===== config.mk =====
export PLATFORM = sky130hd
export DESIGN_NAME = ebps_top
export DESIGN_NICKNAME = d
export VERILOG_FILES = /design/src/common/ebps_pkg.sv /design/src/rtl/ebps_sync.sv /design/src/rtl/ebps_top.sv
export SDC_FILE = /design/constraint.sdc
export NUM_CORES = 1
export LEC_CHECK = 0
export BUFFER_PORTS_ARGS = -buffer_cell sky130_fd_sc_hd__buf_2
export CORE_ASPECT_RATIO = 1.1
export CORE_UTILIZATION = 45
export DETAILED_ROUTE_END_ITERATION = 6
export GPL_TIMING_DRIVEN = 0
export PLACE_DENSITY = 0.81
export SYNTH_ARGS = -nofsm -noshare
export SYNTH_HDL_FRONTEND = slang
export SYNTH_SLANG_ARGS = --single-unit

===== constraint.sdc =====
create_clock -name clk_sys_i -period 1.7 [get_ports clk_sys_i]
set_input_delay 0.255 -clock clk_sys_i [delete_from_list [all_inputs] [get_ports clk_sys_i]]
set_output_delay 0.255 -clock clk_sys_i [all_outputs]
set_load 0.03 [all_outputs]

===== src/common/ebps_pkg.sv =====
package ebps_pkg;

	// ---------------------------------------------------------------
	// Register byte offsets
	// ---------------------------------------------------------------
	localparam logic [7:0] EBPS_OFS_BUS_CTRL = 8'h00;
	localparam logic [7:0] EBPS_OFS_PE_PULLUP = 8'h04;
	localparam logic [7:0] EBPS_OFS_PA_PULLUP = 8'h08;
	localparam logic [7:0] EBPS_OFS_PB_PULLUP = 8'h0C;
	localparam logic [7:0] EBPS_OFS_PB_PERIPH = 8'h10;
	localparam logic [7:0] EBPS_OFS_PE_PERIPH = 8'h14;
	localparam logic [7:0] EBPS_OFS_PA_PERIPH = 8'h18;
	localparam logic [7:0] EBPS_OFS_PF_PERIPH = 8'h1C;
	localparam logic [7:0] EBPS_OFS_PIN_STATUS = 8'h20;

	// ---------------------------------------------------------------
	// Field positions and widths
	// ---------------------------------------------------------------
	localparam int EBPS_BUS_DRIVE_BIT = 0;
	localparam int EBPS_PE_LO = 2;
	localparam int EBPS_PE_W = 2;
	localparam int EBPS_PA_W = 8;
	localparam int EBPS_PF_LO = 9;
	localparam int EBPS_PF_W = 7;
	localparam int EBPS_PIN_W = 18;
	localparam int EBPS_PB0_IDX = 10;
	localparam int EBPS_D0_IDX = 11;

	// ---------------------------------------------------------------
	// Reset values
	// ---------------------------------------------------------------
	localparam logic EBPS_RST_BUS_DRIVE = 1'b0;
	localparam logic [1:0] EBPS_RST_PE_PERIPH = 2'h3;
	localparam logic [7:0] EBPS_RST_PA_PERIPH = 8'hFF;
	localparam logic [6:0] EBPS_RST_PF_PERIPH = 7'h7F;
	localparam logic [7:0] EBPS_RST_PULLUP = 8'h00;

	typedef enum logic [1:0] {
		EBPS_ST_RESET,
		EBPS_ST_SYNC,
		EBPS_ST_STRAP,
		EBPS_ST_RUN
	} ebps_state_t;

endpackage


===== src/rtl/ebps_sync.sv =====
`timescale 1ns/10ps
module ebps_sync #(
	parameter int W = 1
) (
	input wire logic clk_sys_i,
	input wire logic rstn_i,
	input wire logic [W-1:0] async_i,
	output logic [W-1:0] sync_o
);
	logic [W-1:0] meta_q;

	always_ff @(posedge clk_sys_i or negedge rstn_i) begin
		if (!rstn_i) begin
			meta_q <= '0;
			sync_o <= '0;
		end else begin
			meta_q <= async_i;
			sync_o <= meta_q;
		end
	end
endmodule // ebps_sync


===== src/rtl/ebps_top.sv =====
`timescale 1ns/10ps
module ebps_top (
	input wire logic clk_sys_i,
	input wire logic rstn_i,
	// APB slave
	input wire logic psel_i,
	input wire logic penable_i,
	input wire logic pwrite_i,
	input wire logic [7:0] paddr_i,
	input wire logic [31:0] pwdata_i,
	output logic [31:0] prdata_o,
	output logic pready_o,
	output logic pslverr_o,
	// Reset-time straps
	input wire logic external_boot_select_i,
	input wire logic ext_bus_width_mode_i,
	input wire logic flash_secure_i,
	// External memory interface core side
	input wire logic bus_active_i,
	input wire logic bus_write_i,
	input wire logic [16:6] bus_addr_i,
	input wire logic [6:0] bus_wdata_i,
	output logic [6:0] bus_rdata_o,
	input wire logic [2:0] bus_strobe_i,
	// GPIO side
	input wire logic [ebps_pkg::EBPS_PIN_W-1:0] gpio_out_i,
	input wire logic [ebps_pkg::EBPS_PIN_W-1:0] gpio_dir_out_i,
	output logic [ebps_pkg::EBPS_PIN_W-1:0] gpio_in_o,
	// Pads: pin order A6..A15, A16/PB0, D0..D6
	input wire logic [ebps_pkg::EBPS_PIN_W-1:0] pad_i,
	output logic [ebps_pkg::EBPS_PIN_W-1:0] pad_o,
	output logic [ebps_pkg::EBPS_PIN_W-1:0] pad_oe_n_o,
	output logic [ebps_pkg::EBPS_PIN_W-1:0] pad_pullup_en_o,
	output logic [2:0] strobe_o,
	output logic [2:0] strobe_oe_n_o
);
	import ebps_pkg::*;

	// ---------------------------------------------------------------
	// Register state
	// ---------------------------------------------------------------
	logic bus_drive_always_q;
	logic [EBPS_PE_W-1:0] port_e_pullup_ctrl_q;
	logic [EBPS_PA_W-1:0] port_a_pullup_ctrl_q;
	logic port_b_pullup_ctrl_q;
	logic port_b_periph_enable_q;
	logic [EBPS_PE_W-1:0] port_e_periph_q;
	logic [EBPS_PA_W-1:0] port_a_periph_q;
	logic [EBPS_PF_W-1:0] port_f_periph_q;
	logic [6:0] rdata_q;
	logic [31:0] prdata_q;
	ebps_state_t state_q;
	ebps_state_t state_d;

	// ---------------------------------------------------------------
	// Input synchronisers
	// ---------------------------------------------------------------
	logic [2:0] strap_s;
	logic [EBPS_PIN_W-1:0] pad_s;

	ebps_sync #(.W(3)) u_strap_sync (
		.clk_sys_i(clk_sys_i),
		.rstn_i(rstn_i),
		.async_i({flash_secure_i, ext_bus_width_mode_i,
			external_boot_select_i}),
		.sync_o(strap_s)
	);

	ebps_sync #(.W(EBPS_PIN_W)) u_pad_sync (
		.clk_sys_i(clk_sys_i),
		.rstn_i(rstn_i),
		.async_i(pad_i),
		.sync_o(pad_s)
	);

	// ---------------------------------------------------------------
	// APB decode
	// ---------------------------------------------------------------
	// One register hit per aligned word offset
	function automatic logic addr_hit(input logic [7:0] a,
		input logic [7:0] ofs);
		return a == ofs;
	endfunction

	wire wr_en = psel_i && penable_i && pwrite_i;
	wire sel_ctrl = addr_hit(paddr_i, EBPS_OFS_BUS_CTRL);
	wire sel_pe_pu = addr_hit(paddr_i, EBPS_OFS_PE_PULLUP);
	wire sel_pa_pu = addr_hit(paddr_i, EBPS_OFS_PA_PULLUP);
	wire sel_pb_pu = addr_hit(paddr_i, EBPS_OFS_PB_PULLUP);
	wire sel_pb_per = addr_hit(paddr_i, EBPS_OFS_PB_PERIPH);
	wire sel_pe_per = addr_hit(paddr_i, EBPS_OFS_PE_PERIPH);
	wire sel_pa_per = addr_hit(paddr_i, EBPS_OFS_PA_PERIPH);
	wire sel_pf_per = addr_hit(paddr_i, EBPS_OFS_PF_PERIPH);
	wire sel_stat = addr_hit(paddr_i, EBPS_OFS_PIN_STATUS);
	wire sel_any = sel_ctrl | sel_pe_pu | sel_pa_pu | sel_pb_pu | sel_pb_per
		| sel_pe_per | sel_pa_per | sel_pf_per | sel_stat;

	// Pin function vector: one marks bus function
	wire [EBPS_PIN_W-1:0] bus_fn = {port_f_periph_q, port_b_periph_enable_q,
		port_a_periph_q, port_e_periph_q};

	wire [31:0] rd_mux =
		sel_ctrl ? {31'h0, bus_drive_always_q} :
		sel_pe_pu ? {28'h0, port_e_pullup_ctrl_q, 2'h0} :
		sel_pa_pu ? {24'h0, port_a_pullup_ctrl_q} :
		sel_pb_pu ? {31'h0, port_b_pullup_ctrl_q} :
		sel_pb_per ? {31'h0, port_b_periph_enable_q} :
		sel_pe_per ? {28'h0, port_e_periph_q, 2'h0} :
		sel_pa_per ? {24'h0, port_a_periph_q} :
		sel_pf_per ? {16'h0, port_f_periph_q, 9'h0} :
		sel_stat ? {14'h0, pad_s} : 32'h0;

	assign pready_o = 1'b1;
	assign pslverr_o = psel_i && penable_i && !sel_any;
	assign prdata_o = prdata_q;

	// ---------------------------------------------------------------
	// Reset-time strap capture
	// ---------------------------------------------------------------
	// Address 16 in use on external boot, or on internal boot with ext_bus_width_mode_i set and flash not secured
	wire pb0_strap_bus = strap_s[0] | (strap_s[1] & ~strap_s[2]);

	always_comb begin
		state_d = state_q;
		case (state_q)
			// Two cycles let the strap synchroniser settle
			EBPS_ST_RESET: state_d = EBPS_ST_SYNC;
			EBPS_ST_SYNC: state_d = EBPS_ST_STRAP;
			EBPS_ST_STRAP: state_d = EBPS_ST_RUN;
			EBPS_ST_RUN: state_d = EBPS_ST_RUN;
			default: state_d = EBPS_ST_RESET;
		endcase
	end

	// ---------------------------------------------------------------
	// Write strobes
	// ---------------------------------------------------------------
	wire wr_ctrl = wr_en & sel_ctrl;
	wire wr_pe_pu = wr_en & sel_pe_pu;
	wire wr_pa_pu = wr_en & sel_pa_pu;
	wire wr_pb_pu = wr_en & sel_pb_pu;
	wire wr_pb_per = wr_en & sel_pb_per;
	wire wr_pe_per = wr_en & sel_pe_per;
	wire wr_pa_per = wr_en & sel_pa_per;
	wire wr_pf_per = wr_en & sel_pf_per;
	// Strap capture outranks a write landing in the same cycle
	wire strap_take = state_q == EBPS_ST_STRAP;

	// ---------------------------------------------------------------
	// Sequencer
	// ---------------------------------------------------------------
	always_ff @(posedge clk_sys_i or negedge rstn_i) begin
		if (!rstn_i) begin
			state_q <= EBPS_ST_RESET;
		end else begin
			state_q <= state_d;
		end
	end

	// ---------------------------------------------------------------
	// Bus control
	// ---------------------------------------------------------------
	always_ff @(posedge clk_sys_i or negedge rstn_i) begin
		if (!rstn_i) begin
			bus_drive_always_q <= EBPS_RST_BUS_DRIVE;
		end else if (wr_ctrl) begin
			bus_drive_always_q <= pwdata_i[EBPS_BUS_DRIVE_BIT];
		end
	end

	// ---------------------------------------------------------------
	// Pull-up controls
	// ---------------------------------------------------------------
	always_ff @(posedge clk_sys_i or negedge rstn_i) begin
		if (!rstn_i) begin
			port_e_pullup_ctrl_q <= EBPS_RST_PULLUP[EBPS_PE_W-1:0];
		end else if (wr_pe_pu) begin
			port_e_pullup_ctrl_q <= pwdata_i[EBPS_PE_LO +: EBPS_PE_W];
		end
	end

	always_ff @(posedge clk_sys_i or negedge rstn_i) begin
		if (!rstn_i) begin
			port_a_pullup_ctrl_q <= EBPS_RST_PULLUP;
		end else if (wr_pa_pu) begin
			port_a_pullup_ctrl_q <= pwdata_i[EBPS_PA_W-1:0];
		end
	end

	always_ff @(posedge clk_sys_i or negedge rstn_i) begin
		if (!rstn_i) begin
			port_b_pullup_ctrl_q <= EBPS_RST_PULLUP[0];
		end else if (wr_pb_pu) begin
			port_b_pullup_ctrl_q <= pwdata_i[0];
		end
	end

	// ---------------------------------------------------------------
	// Pin function selects
	// ---------------------------------------------------------------
	always_ff @(posedge clk_sys_i or negedge rstn_i) begin
		if (!rstn_i) begin
			port_b_periph_enable_q <= 1'b0;
		end else if (strap_take) begin
			port_b_periph_enable_q <= pb0_strap_bus;
		end else if (wr_pb_per) begin
			port_b_periph_enable_q <= pwdata_i[0];
		end
	end

	always_ff @(posedge clk_sys_i or negedge rstn_i) begin
		if (!rstn_i) begin
			port_e_periph_q <= EBPS_RST_PE_PERIPH;
		end else if (wr_pe_per) begin
			port_e_periph_q <= pwdata_i[EBPS_PE_LO +: EBPS_PE_W];
		end
	end

	always_ff @(posedge clk_sys_i or negedge rstn_i) begin
		if (!rstn_i) begin
			port_a_periph_q <= EBPS_RST_PA_PERIPH;
		end else if (wr_pa_per) begin
			port_a_periph_q <= pwdata_i[EBPS_PA_W-1:0];
		end
	end

	always_ff @(posedge clk_sys_i or negedge rstn_i) begin
		if (!rstn_i) begin
			port_f_periph_q <= EBPS_RST_PF_PERIPH;
		end else if (wr_pf_per) begin
			port_f_periph_q <= pwdata_i[EBPS_PF_LO +: EBPS_PF_W];
		end
	end

	// ---------------------------------------------------------------
	// APB read data
	// ---------------------------------------------------------------
	always_ff @(posedge clk_sys_i or negedge rstn_i) begin
		if (!rstn_i) begin
			prdata_q <= 32'h0;
		end else if (psel_i && !penable_i && !pwrite_i) begin
			prdata_q <= rd_mux;
		end
	end

	// ---------------------------------------------------------------
	// Pin muxing
	// ---------------------------------------------------------------
	wire bus_drive = bus_active_i | bus_drive_always_q;
	wire data_drive = bus_drive & (bus_write_i | ~bus_active_i);
	wire [EBPS_PIN_W-1:0] bus_val = {bus_wdata_i, bus_addr_i};
	wire [EBPS_PIN_W-1:0] pu_off = {7'h0, port_b_pullup_ctrl_q,
		port_a_pullup_ctrl_q, port_e_pullup_ctrl_q};

	genvar gi;
	generate
		for (gi = 0; gi < EBPS_PIN_W; gi++) begin : g_pin
			// Address pins vs data pins differ only in the drive term
			wire drv = (gi < EBPS_D0_IDX) ? bus_drive : data_drive;
			assign pad_o[gi] = bus_fn[gi] ? bus_val[gi] : gpio_out_i[gi];
			assign pad_oe_n_o[gi] = bus_fn[gi] ? ~drv
				: ~gpio_dir_out_i[gi];
			assign gpio_in_o[gi] = bus_fn[gi] ? 1'b0 : pad_s[gi];
			// Set control bit disables pull-up
			assign pad_pullup_en_o[gi] = ~pu_off[gi];
		end
	endgenerate

	// ---------------------------------------------------------------
	// Data read capture
	// ---------------------------------------------------------------
	always_ff @(posedge clk_sys_i or negedge rstn_i) begin
		if (!rstn_i) begin
			rdata_q <= 7'h0;
		end else if (bus_active_i && !bus_write_i) begin
			rdata_q <= pad_s[EBPS_PIN_W-1:EBPS_D0_IDX]
				& port_f_periph_q;
		end
	end
	assign bus_rdata_o = rdata_q;

	// ---------------------------------------------------------------
	// Control strobes
	// ---------------------------------------------------------------
	assign strobe_o = bus_strobe_i;
	assign strobe_oe_n_o = {3{~bus_drive}};

endmodule // ebps_top


==> out/summary.txt <==
die area: 10,410 sq um
Slew headroom: 63.66%
post-synthesis mux area share: 12.70%
Initial Util: 47.21%
post-synth top area share: 45.58%
Max VDD drop: 686.8 uV
initial antenna violation count: 0
WS Path Type: flop to primary output
area leader, netlist: dfrtp_1
core area: 9537 sq um
asr flop ratio synth: 100.0%
crit path launch type: flop
fmax: 0.5821 GHz
main area contributors after synthesis: dfrtp_1 46%, mux2_2 12%, dfstp_2 9.9%, buf_4 4.8%, nand2_1 4.7%
DP Area: 5766 sq um
Final setup viols: 5
IO Pins: 244
CP Max Fanout: 7
synthesized area: 4502 sq um
post-synthesis adder-cell area fraction: 0%
post-route cell area: 6630 sq um
TritonRoute pass-1 iters: 6
detailed placer's ending HPWL: 9337 um
setup_tns: -0.05803 ns
area delta synth->final: 47.28%
RSZ-0062 raised after global routing: true
Worst EP required: 1.44 ns
most frequent cells after synthesis: 82 x dfrtp_1, 56 x nand2_1, 49 x mux2_2
ANT nets after route: 0
worst hold path class: primary input to flop
clk_lat worst skew: 0.36 ns
failing checks: negative setup slack
Final Critical Period: 1.718 ns
actual slew at the worst max-slew pin: 0.5450 ns
row cnt: 37
flops & latches, synth: 99
final worst setup slack: -0.01804 ns
syn avg cell area: 11.09 sq um
largest net degree at the start of global routing: 61
global-route wire length before repair: 20,460 um
Synth Area in XOR/XNOR: 0%
port bufs: 201
# DRC: 0
clock-pin slew on the worst setup and hold paths: 0.09 ns
Hold Fails Final Rpt: 0
post-DR wirelength/cell: 16.47 um
Leak Pwr: 3.264 nW
Max Cap Viol: 0
vias in the first global route: 4,048
power per cell area: 786.6 nW/um^2
post-synthesis compound-gate area fraction: 10.14%
DRT Wirelength: 13,290 um
synthesis warning total: 0
die width: 97.37 um
Total Routing Usage GR: 25.40%
Root Buffer: clkbuf_8
hold slack: 0.1178 ns
Final period util: 101.1%
gp weighted congestion: 0.8674
CTS Buffer Depth: 2
CTS tree: done
top-count cell post-synth: dfrtp_1
TritonCTS Sinks: 99
final core utilization: 69.52%
gate count of the mapped netlist: 406
Die H: 106.9 um
post-synthesis sequential area ratio: 55.50%
status: complete, but fails checks
Pins Over Slew Limit: 0
via count: 4,048
Worst Path Arrival: 1.46 ns
Design Power: 5.215 mW
global route overflow: 0
Post-Synth Simple-Gate Area: 14.67%
CTS buffer count: 9
main combinational cell family by area after synthesis: simple AND/OR/NAND/NOR gates
Post-synth EDFFs: 0
total number of H-tree levels: 3
ys flop type: dfrtp_1
Worst Setup End Kind: primary output
drt initial violations: 208
fin nets: 810
Clock Skew: 0.01105 ns
Inserted Diodes: 0
ratio of cells with drive above 1 in the final layout: 51.88%
via/cell ratio: 5.016
Distinct cells, synth: 39
==> layer usage <==
| metal | part of all wire, % | track usage [%] | vias to the layer above |
|---|---|---|---|
| li1 | - | - | 1915 |
| met4 | 2.9 | 10.08 | 0 |
| met1 | 41 | 31.52 | 1910 |
| met2 | 50 | 43.11 | 190 |
| met5 | 0 | 0 | - |
| met3 | 6.3 | 5.802 | 33 |
==> final timing paths <==
kind	to	start	depth (start not counted)	slack (ns)
min in group asynchronous	port_e_pullup_ctrl_q[0]$_DFFE_PN0P_	rstn_i	2	0.41
setup reg to reg	prdata_o[0]$_DFFE_PN0P_	bus_drive_always_q$_DFFE_PN0P_	5	0.32
hold reg to reg	u_pad_sync.sync_o[7]$_DFF_PN0_	u_pad_sync.meta_q[7]$_DFF_PN0_	0	0.35
hold / removal	port_f_periph_q[3]$_DFFE_PN1P_	pwdata_i[12]	2	0.12
max in group asynchronous	port_a_periph_q[7]$_DFFE_PN1P_	rstn_i	3	0.60
setup / recovery	pad_oe_n_o[17]	bus_drive_always_q$_DFFE_PN0P_	4	-0.02
==> cells by family (layout without fill, tap and decap cells) <==
| group | Yosys count | after routing |
|---|---|---|
| buffers and inverters | 52 | 316 |
| and+or+nand+nor | 125 | 125 |
| AOI/OAI and AO/OA | 77 | 77 |
| DFF | 99 | 99 |
| muxes | 51 | 51 |
| other | 2 | 22 |
==> per-stage QoR <==
step	std cells	setup slack, ns
2_1_floorplan	426	-0.02080
3_3_place_gp	744	-0.5301
3_5_place_dp	745	-0.4942
4_1_cts	807	-0.008268
5_1_grt	807	-0.1200
6_report	807	-0.01804
==> critical path: stages, from the launching register on <==
cell	delay [ns]
dfrtp_2	0.45
mux2i_4	0.28
nand2_1	0.11
o21ai_2	0.08
buf_4	0.18
==> sequential cells by signal, indices dropped and copies added, names as in the netlist <==
| register | flops |
|---|---|
| u_strap_sync.sync_o | 3 |
| port_b_periph_enable_q | 1 |
| u_strap_sync.meta_q | 3 |
| port_e_periph_q | 2 |
| port_f_periph_q | 7 |
| bus_drive_always_q | 1 |
| state_q | 2 |
| prdata_o | 18 |
| port_a_pullup_ctrl_q | 8 |
| port_e_pullup_ctrl_q | 2 |
| u_pad_sync.sync_o | 18 |
| u_pad_sync.meta_q | 18 |
| port_b_pullup_ctrl_q | 1 |
| bus_rdata_o | 7 |
| port_a_periph_q | 8 |
==> where the power goes <==
| group | switching, mW | internal [mW] |
|---|---|---|
| combinational | 0.600 | 0.402 |
| sequential | 0.0523 | 2.45 |
| clock | 0.795 | 0.911 |
==> repair_timing <==
| action | 4_1_cts | 5_1_grt |
|---|---|---|
| setup buffers | 24 | 0 |
| hold buffers | 22 | 0 |
| pin swaps | 5 | 4 |
| endpoints found under the hold margin | 53 | 0 |
| endpoints found under the setup margin | 52 | 49 |
| resized for setup | 39 | 63 |
==> cell type report <==
class | count | area, sq um
Inverter | 12 | 45.04
Fill cell | 723 | 2907
Clock inverter | 4 | 73.82
Tap cell | 117 | 146.4
Clock buffer | 12 | 155.1
Sequential cell | 99 | 2501
Timing Repair Buffer | 248 | 1570
Multi-Input combinational cell | 275 | 1837
Buffer | 40 | 301.5
==> cells in the final DEF, fill, tap and decap left out, drive strengths merged, types with 12 or more instances in the layout <==
master	count
o21ai	35
dfstp	17
conb	22
a22oi	13
nor2b	24
clkbuf	22
nand2	57
buf	256
dfrtp	82
dlygate4sd3	22
inv	12
mux2	49
(Power assumes the default switching activity.)
